<file path="src/shared/rate_gen_pkg.sv">
// What this block does
// 8-bit timer at reset, 16-bit when wide set
// free-running timer period set by divisor pair
// async rate uses high-speed and wide-divider bits
// clocked mode ignores the high-speed bit
// async, 8-bit, low speed: clock/(64(n+1))
// 8-bit fast or 16-bit slow: clock/(16(n+1))
// clocked 8-bit: clock/(4(n+1))
// n is high byte over low byte
// formulas apply only as clocked master
// divisor write clears the rate timer
// timer counts on the system clock
// software rewrites divisor after clock change
// receive pin majority of three samples
// 16-bit fast async or clocked: clock/(4(n+1))
// 8-bit mode ignores the high divisor byte
// clock source set means master, clear slave
package rate_gen_pkg;

    // ----------------------------------------
    // register map (byte addresses)
    // ----------------------------------------
    localparam logic [11:0] OFS_TX_CTRL   = 12'h000;
    localparam logic [11:0] OFS_RX_CTRL   = 12'h004;
    localparam logic [11:0] OFS_RATE_CTRL = 12'h008;
    localparam logic [11:0] OFS_DIV_HIGH  = 12'h00C;
    localparam logic [11:0] OFS_DIV_LOW   = 12'h010;

    // ----------------------------------------
    // field positions
    // ----------------------------------------
    localparam int BIT_CLOCK_SOURCE = 7;
    localparam int BIT_SYNC_MODE    = 4;
    localparam int BIT_HIGH_SPEED   = 2;
    localparam int BIT_WIDE_DIVIDER = 3;

    // ----------------------------------------
    // reset values and access masks
    // ----------------------------------------
    localparam logic [7:0] RST_BYTE        = 8'h00;
    localparam logic [7:0] TX_CTRL_WMASK   = 8'hFD;
    localparam logic [7:0] TX_CTRL_RO      = 8'h02;
    localparam logic [7:0] RX_CTRL_WMASK   = 8'hF8;
    localparam logic [7:0] RATE_CTRL_WMASK = 8'hBB;
    localparam logic [7:0] RATE_CTRL_RO    = 8'h40;

    // ----------------------------------------
    // timing: prescale last counts, divide = 4*(last+1)
    // ----------------------------------------
    localparam logic [3:0] PRE_LAST_DIV64 = 4'hF;
    localparam logic [3:0] PRE_LAST_DIV16 = 4'h3;
    localparam logic [3:0] PRE_LAST_DIV4  = 4'h0;
    localparam logic [1:0] PHASE_LAST     = 2'h3;
    localparam int         PHASES         = 4;

    typedef enum logic [2:0] {
        SEL_TX_CTRL,
        SEL_RX_CTRL,
        SEL_RATE_CTRL,
        SEL_DIV_HIGH,
        SEL_DIV_LOW,
        SEL_NONE
    } reg_sel_e;

    typedef struct packed {
        logic wide;
        logic high_speed;
        logic sync_mode;
        logic clock_source;
    } rate_cfg_s;

endpackage

</file>
<file path="src/verilog/serial_baud_rate_generator.sv">
// Chosen here: the APB register port and the register addresses.
`timescale 1ns/1ps
module serial_baud_rate_generator
    import rate_gen_pkg::*;
(
    input  wire logic        pclk,
    input  wire logic        presetn,
    input  wire logic        psel,
    input  wire logic        penable,
    input  wire logic        pwrite,
    input  wire logic [11:0] paddr,
    input  wire logic [31:0] pwdata,
    output logic      [31:0] prdata,
    output logic             pready,
    output logic             pslverr,
    input  wire logic        rx_pin,
    output logic             bit_tick,
    output logic             rx_level,
    output logic             clock_master
);

    // ----------------------------------------
    // decode helpers
    // ----------------------------------------
    function automatic reg_sel_e decode(input logic [11:0] addr);
        unique case (addr)
            OFS_TX_CTRL:   decode = SEL_TX_CTRL;
            OFS_RX_CTRL:   decode = SEL_RX_CTRL;
            OFS_RATE_CTRL: decode = SEL_RATE_CTRL;
            OFS_DIV_HIGH:  decode = SEL_DIV_HIGH;
            OFS_DIV_LOW:   decode = SEL_DIV_LOW;
            default:       decode = SEL_NONE;
        endcase
    endfunction

    // prescale length per mode
    function automatic logic [3:0] pre_last(input rate_cfg_s c);
        if (c.sync_mode)
            pre_last = PRE_LAST_DIV4;
        else if (c.wide && c.high_speed)
            pre_last = PRE_LAST_DIV4;
        else if (c.wide || c.high_speed)
            pre_last = PRE_LAST_DIV16;
        else
            pre_last = PRE_LAST_DIV64;
    endfunction

    function automatic logic [15:0] div_value(input logic       wide,
                                              input logic [7:0] hi,
                                              input logic [7:0] lo);
        div_value = wide ? {hi, lo} : {8'h00, lo};
    endfunction

    // ----------------------------------------
    // register file
    // ----------------------------------------
    logic [7:0]  tx_ctrl_r;
    logic [7:0]  rx_ctrl_r;
    logic [7:0]  rate_ctrl_r;
    logic [7:0]  div_high_r;
    logic [7:0]  div_low_r;
    reg_sel_e    sel;
    logic        wr_en;
    logic        div_wr;
    rate_cfg_s   cfg;
    logic [15:0] n_val;

    assign sel    = decode(paddr);
    assign wr_en  = psel && penable && pready && pwrite;
    assign div_wr = wr_en && (sel == SEL_DIV_HIGH || sel == SEL_DIV_LOW);
    // one driver for the whole struct
    assign cfg    = '{
        wide:         rate_ctrl_r[BIT_WIDE_DIVIDER],
        high_speed:   tx_ctrl_r[BIT_HIGH_SPEED],
        sync_mode:    tx_ctrl_r[BIT_SYNC_MODE],
        clock_source: tx_ctrl_r[BIT_CLOCK_SOURCE]
    };
    assign n_val = div_value(cfg.wide, div_high_r, div_low_r);

    always_ff @(posedge pclk or negedge presetn)
    begin
        if (!presetn)
        begin
            tx_ctrl_r   <= RST_BYTE;
            rx_ctrl_r   <= RST_BYTE;
            rate_ctrl_r <= RST_BYTE;
            div_high_r  <= RST_BYTE;
            div_low_r   <= RST_BYTE;
        end
        else if (wr_en)
        begin
            unique case (sel)
                SEL_TX_CTRL:   tx_ctrl_r   <= pwdata[7:0] & TX_CTRL_WMASK;
                SEL_RX_CTRL:   rx_ctrl_r   <= pwdata[7:0] & RX_CTRL_WMASK;
                SEL_RATE_CTRL: rate_ctrl_r <= pwdata[7:0] & RATE_CTRL_WMASK;
                SEL_DIV_HIGH:  div_high_r  <= pwdata[7:0];
                SEL_DIV_LOW:   div_low_r   <= pwdata[7:0];
                SEL_NONE:      ;
            endcase
        end
    end

    // ----------------------------------------
    // apb answer: no wait states, error on unmapped
    // ----------------------------------------
    always_ff @(posedge pclk or negedge presetn)
    begin
        if (!presetn)
        begin
            pready  <= 1'b0;
            pslverr <= 1'b0;
            prdata  <= 32'h0000_0000;
        end
        else
        begin
            pready  <= psel && !penable;
            pslverr <= psel && !penable && (sel == SEL_NONE);
            prdata  <= 32'h0000_0000;
            if (psel && !penable && !pwrite)
            begin
                unique case (sel)
                    SEL_TX_CTRL:   prdata[7:0] <= tx_ctrl_r | TX_CTRL_RO;
                    SEL_RX_CTRL:   prdata[7:0] <= rx_ctrl_r;
                    SEL_RATE_CTRL: prdata[7:0] <= rate_ctrl_r | RATE_CTRL_RO;
                    SEL_DIV_HIGH:  prdata[7:0] <= div_high_r;
                    SEL_DIV_LOW:   prdata[7:0] <= div_low_r;
                    SEL_NONE:      prdata[7:0] <= 8'h00;
                endcase
            end
        end
    end

    // ----------------------------------------
    // rate timer
    // ----------------------------------------
    // prescaler, timer and phase all clear on a divisor write so the new
    // rate starts at once; mode changes apply from the next cycle without clearing them
    logic [3:0]  pre_r;
    logic [15:0] timer_r;
    logic [1:0]  phase_r;
    logic        pre_tick;
    logic        overflow;
    logic        master;

    assign pre_tick = (pre_r >= pre_last(cfg));
    assign overflow = pre_tick && (timer_r >= n_val);
    assign master   = !cfg.sync_mode || cfg.clock_source;

    always_ff @(posedge pclk or negedge presetn)
    begin
        if (!presetn)
            pre_r <= 4'h0;
        else if (div_wr)
            pre_r <= 4'h0;
        else if (pre_tick)
            pre_r <= 4'h0;
        else
            pre_r <= pre_r + 4'h1;
    end

    always_ff @(posedge pclk or negedge presetn)
    begin
        if (!presetn)
            timer_r <= 16'h0000;
        else if (div_wr)
            timer_r <= 16'h0000;
        else if (overflow)
            timer_r <= 16'h0000;
        else if (pre_tick)
            timer_r <= timer_r + 16'h0001;
    end

    always_ff @(posedge pclk or negedge presetn)
    begin
        if (!presetn)
            phase_r <= 2'h0;
        else if (div_wr)
            phase_r <= 2'h0;
        else if (overflow)
            phase_r <= phase_r + 2'h1;
    end

    // slave in clocked mode gives no bit tick
    always_ff @(posedge pclk or negedge presetn)
    begin
        if (!presetn)
        begin
            bit_tick     <= 1'b0;
            clock_master <= 1'b0;
        end
        else
        begin
            bit_tick     <= overflow && (phase_r == PHASE_LAST) && master && !div_wr;
            clock_master <= cfg.sync_mode && cfg.clock_source;
        end
    end

    // ----------------------------------------
    // receive pin majority detect
    // ----------------------------------------
    logic [2:0] rx_sync_r;
    logic       rx_clean_r;
    logic [1:0] samp_r;

    always_ff @(posedge pclk or negedge presetn)
    begin
        if (!presetn)
            rx_sync_r <= 3'b111;
        else
            rx_sync_r <= {rx_sync_r[1:0], rx_pin};
    end

    // idle line is high, so every stage resets high
    always_ff @(posedge pclk or negedge presetn)
    begin
        if (!presetn)
            rx_clean_r <= 1'b1;
        else if (rx_sync_r[1] == rx_sync_r[2])
            rx_clean_r <= rx_sync_r[2];
    end

    // three samples a quarter bit apart, at the half, three-quarter and end points of each bit
    always_ff @(posedge pclk or negedge presetn)
    begin
        if (!presetn)
        begin
            samp_r   <= 2'b11;
            rx_level <= 1'b1;
        end
        else if (overflow && !div_wr)
        begin
            if (phase_r == PHASE_LAST)
                rx_level <= (samp_r[0] & samp_r[1]) | (samp_r[0] & rx_clean_r)
                          | (samp_r[1] & rx_clean_r);
            else
                samp_r <= {samp_r[0], rx_clean_r};
        end
    end

    // ----------------------------------------
    // checks
    // ----------------------------------------
    // gap between ticks, valid only after an unbroken run of one setting
    logic [23:0] gap_r;
    logic        gap_ok_r;
    logic [23:0] expect_gap;
    logic        wr_any;

    assign wr_any     = wr_en && sel != SEL_NONE;
    assign expect_gap = 24'(PHASES) * 24'({20'h0_0000, pre_last(cfg)} + 24'h1)
                      * 24'({8'h00, n_val} + 24'h1);

    always_ff @(posedge pclk or negedge presetn)
    begin
        if (!presetn)
        begin
            gap_r    <= 24'h00_0000;
            gap_ok_r <= 1'b0;
        end
        else
        begin
            gap_r    <= bit_tick ? 24'h00_0001 : gap_r + 24'h00_0001;
            gap_ok_r <= wr_any ? 1'b0 : (bit_tick ? 1'b1 : gap_ok_r);
        end
    end
endmodule

</file>
<file path="config.mk">
export PLATFORM = sky130hd
export DESIGN_NAME = serial_baud_rate_generator
export DESIGN_NICKNAME = d
export VERILOG_FILES = /design/src/shared/rate_gen_pkg.sv /design/src/verilog/serial_baud_rate_generator.sv
export SDC_FILE = /design/constraint.sdc
export NUM_CORES = 1
export LEC_CHECK = 0
export ABC_AREA = 1
export BUFFER_PORTS_ARGS = -buffer_cell sky130_fd_sc_hd__buf_4
export CORE_MARGIN = 2
export CORE_UTILIZATION = 60
export CTS_CLUSTER_SIZE = 10
export DETAILED_ROUTE_END_ITERATION = 16
export PLACE_DENSITY = 0.86
export REMOVE_ABC_BUFFERS = 1
export SLEW_MARGIN = 30
export SYNTH_ARGS = -nofsm -noshare
export SYNTH_HDL_FRONTEND = slang
export SYNTH_SLANG_ARGS = --single-unit
</file>
<file path="constraint.sdc">
create_clock -name pclk -period 6.06 [get_ports pclk]
set_input_delay 0.303 -clock pclk [delete_from_list [all_inputs] [get_ports pclk]]
set_output_delay 0.303 -clock pclk [all_outputs]
set_load 0.05 [all_outputs]
</file>
==> run summary <==
failing checks - hold timing
RSZ-0062 raised after global routing - no
number of core rows - 31
total I/O pin count - 87
distinct cell type count of the synthesized netlist - 38
synthesized cell area - 4408 sq um
Root Driver - clkbuf_8
max-capacitance violation count - 0
M1 WL - 3960 um
Ant. Diodes - 0
Synth area leaders - dfrtp_1 (39%), nand2_1 (12%), ha_1 (6.5%), inv_1 (5.7%), buf_4 (4.6%)
status - finished with violations
post-CTS setup buffers - 0
via/cell ratio - 5.321
clk_skew - 0.006583 ns
synth warn - 0
Pre-antenna DRT Iters - 5
GRT Total Usage - 0.2407
relative slew slack - 0.4838
chip width - 89.71 um
post-synthesis register bit count - 75
Worst path slowest cell - dfrtp_1
synthesis-to-layout area growth - 11.44%
Post-Synthesis Mean Instance Area - 8.193 sq um
Max Buffers Root-to-Sink - 2
Post-layout nets - 649
DRC viols - 0
share of cells above drive strength 1 - 0.1721
pre-CTS WS - 3.596 ns
number of global-route vias before repair - 3387
worst hold-check path type - primary input to async pin
crit path time final - 2.572 ns
CTS buffer count - 9
Worst Path Max Fanout - 26
dpl cells - 664
most used cell, CP - inv_1
CTS sink cnt - 75
crit path DAT - 2.84 ns
Layout Utilization - 0.6846
final WL - 9322 um
initial antenna violation count - 0
Final Slew Violations - 0
Final Wtd Congestion - 0.8674
Hold Buf Count CTS - 0
Initial Utilization - 0.6143
Post-Syn Instances - 538
Worst-path clk slew - 0.08 ns
Core Footprint - 7176 sq um
first-pass GRT wire length - 15730 um
PwrDens - 230.8 nW/um^2
die area - 8048 sq um
fmax - 388.8 MHz
Final WS setup - 3.488 ns
met2 wire length - 4632 um
Vias - 3618
grt ovf - 0
CTS tree - yes
final setup vio count - 0
Finished Layout Cells - 680
metal3 WL - 498 um
Leak - 2.634 nW
final number of hold-violating endpoints - 46
I/O Buffers - 38
Crit. End Element - flop
worst-path cell chain - inv_1 -> o21ai_0 -> inv_1 -> ha_1 -> o21bai_1 -> nand3_1 -> nand3_1 -> inv_1 -> nand2_4 -> inv_1 -> o21ai_0 -> nand2_1 -> nor2_1
critical path class - flop to flop
Post-CTS Resized - 0
clk_lat worst skew - 0.34 ns
largest net degree at the start of global routing - 76
area share of the leading cell type in the synthesized netlist - 0.3860
Seq/Total Area, Yosys - 0.4278
biggest cell delay along the critical path - 0.54 ns
Die Y-Extent - 89.71 um
DR top layer - met4
CTS HTree Levels - 3
post-route cell area - 4912 sq um
Fill cells - 567
antenna-violating nets left - 0
setup TNS - 0 ns
CP Launch Type - flop
Worst EP required - 6.33 ns
initial DRC count - 242
Power Total - 1.134 mW
crit path buf inv count - 4
CP delay by family, top - compound AO/OA/AOI/OAI gates
Peak VDD IR - 0.0001159 V
cell taking the most area after synthesis - dfrtp_1
slew of the pin with the lowest slew margin - 0.7684 ns
final period utilization - 0.4244
WL/cell - 13.71 um
HPWL after DPL - 6851 um
WHS - -0.04328 ns
DP Area - 4643 sq um
-- placed cells by master, fill, tap and decap left out, drive strengths merged, types with 15 or more instances in the layout --
cell type,count
buf,38
nand4,15
dfrtp,68
ha,23
nor2,48
nand3,40
conb,24
o21ai,44
nand2,153
inv,69
-- final timing paths --
path / from / to / slack [ns] / depth (start not counted)
setup / recovery: rate_ctrl_r[3] / timer_r[10] / 3.49 / 13
hold / removal: presetn / tx_ctrl_r[6] / -0.04 / 1
setup reg to reg: rate_ctrl_r[3] / timer_r[10] / 3.49 / 13
hold reg to reg: rx_sync_r[0] / rx_sync_r[1] / 0.36 / 0
max in group asynchronous: presetn / timer_r[8] / 5.62 / 1
min in group pclk: rx_pin / rx_sync_r[0] / 0.06 / 1
-- registers in the layout, indices dropped and copies added, names as in the netlist --
register	count
timer_r	16
div_high_r	8
div_low_r	8
prdata	8
tx_ctrl_r	7
rate_ctrl_r	6
rx_ctrl_r	5
pre_r	4
rx_sync_r	3
phase_r	2
samp_r	2
bit_tick	1
clock_master	1
pready	1
pslverr	1
rx_clean_r	1
rx_level	1
-- synth_stat cells --
master and number:
maj3_1 2, nand3b_1 2, o2111ai_1 1, nor2_4 4, nand3_2 1, inv_4 1
xor2_1 8, nor3_4 1, nand4_1 15, a21o_1 1, ha_1 23, buf_6 4
inv_2 1, xnor2_1 1, buf_2 1, a21oi_1 6, nand2_2 5, a211oi_1 1
clkbuf_1 2, nand2_1 144, or2_2 1, nor2_1 40, o21ai_0 22, a21oi_2 1
inv_1 67, nand2_4 4, nor2_8 2, nor3_2 2, dfstp_2 7, nor3_1 7
nor2_2 2, dfrtp_1 68, conb_1 1, o21bai_1 2, nand3_1 39, o21ai_1 7
o21ai_2 15, buf_4 27
-- routing by layer --
layer  vias to the layer above  GRT usage
met1                      1705     0.3205
met3                        23    0.03688
met4                         0    0.09872
li1                       1751          -
met5                         -          0
met2                       139     0.3971
-- cell type report --
| cell class | count | area [sq um] | share of cell area |
|---|---|---|---|
| inverter | 69 | 261.5 | 0.05323 |
| clock inverter | 6 | 137.6 | 0.02802 |
| multi-input combinational | 383 | 2087 | 0.4249 |
| clock buffer | 10 | 127.6 | 0.02598 |
| timing repair buffer | 38 | 289.0 | 0.05884 |
| tap | 99 | 123.9 | 0.02522 |
| sequential | 75 | 1886 | 0.3839 |
-- where the power goes --
| part | internal, mW | leakage (nW) | total (mW) | switching (mW) |
|---|---|---|---|---|
| combinational | 0.0245 | 1.50 | 0.100 | 0.0756 |
| clock | 0.317 | 0.131 | 0.512 | 0.195 |
| sequential | 0.514 | 1.00 | 0.521 | 0.00708 |
-- cell families after synthesis --
group,count (synthesis),share of synthesized area
fa+ha+maj,25,0.06983
simple gates,269,0.2850
other cells,1,0.0008507
buf+inv,103,0.1184
compound gates,56,0.08033
flops,75,0.4278
xor+xnor,9,0.01788
No activity file was read; power rests on OpenSTA's default activity.
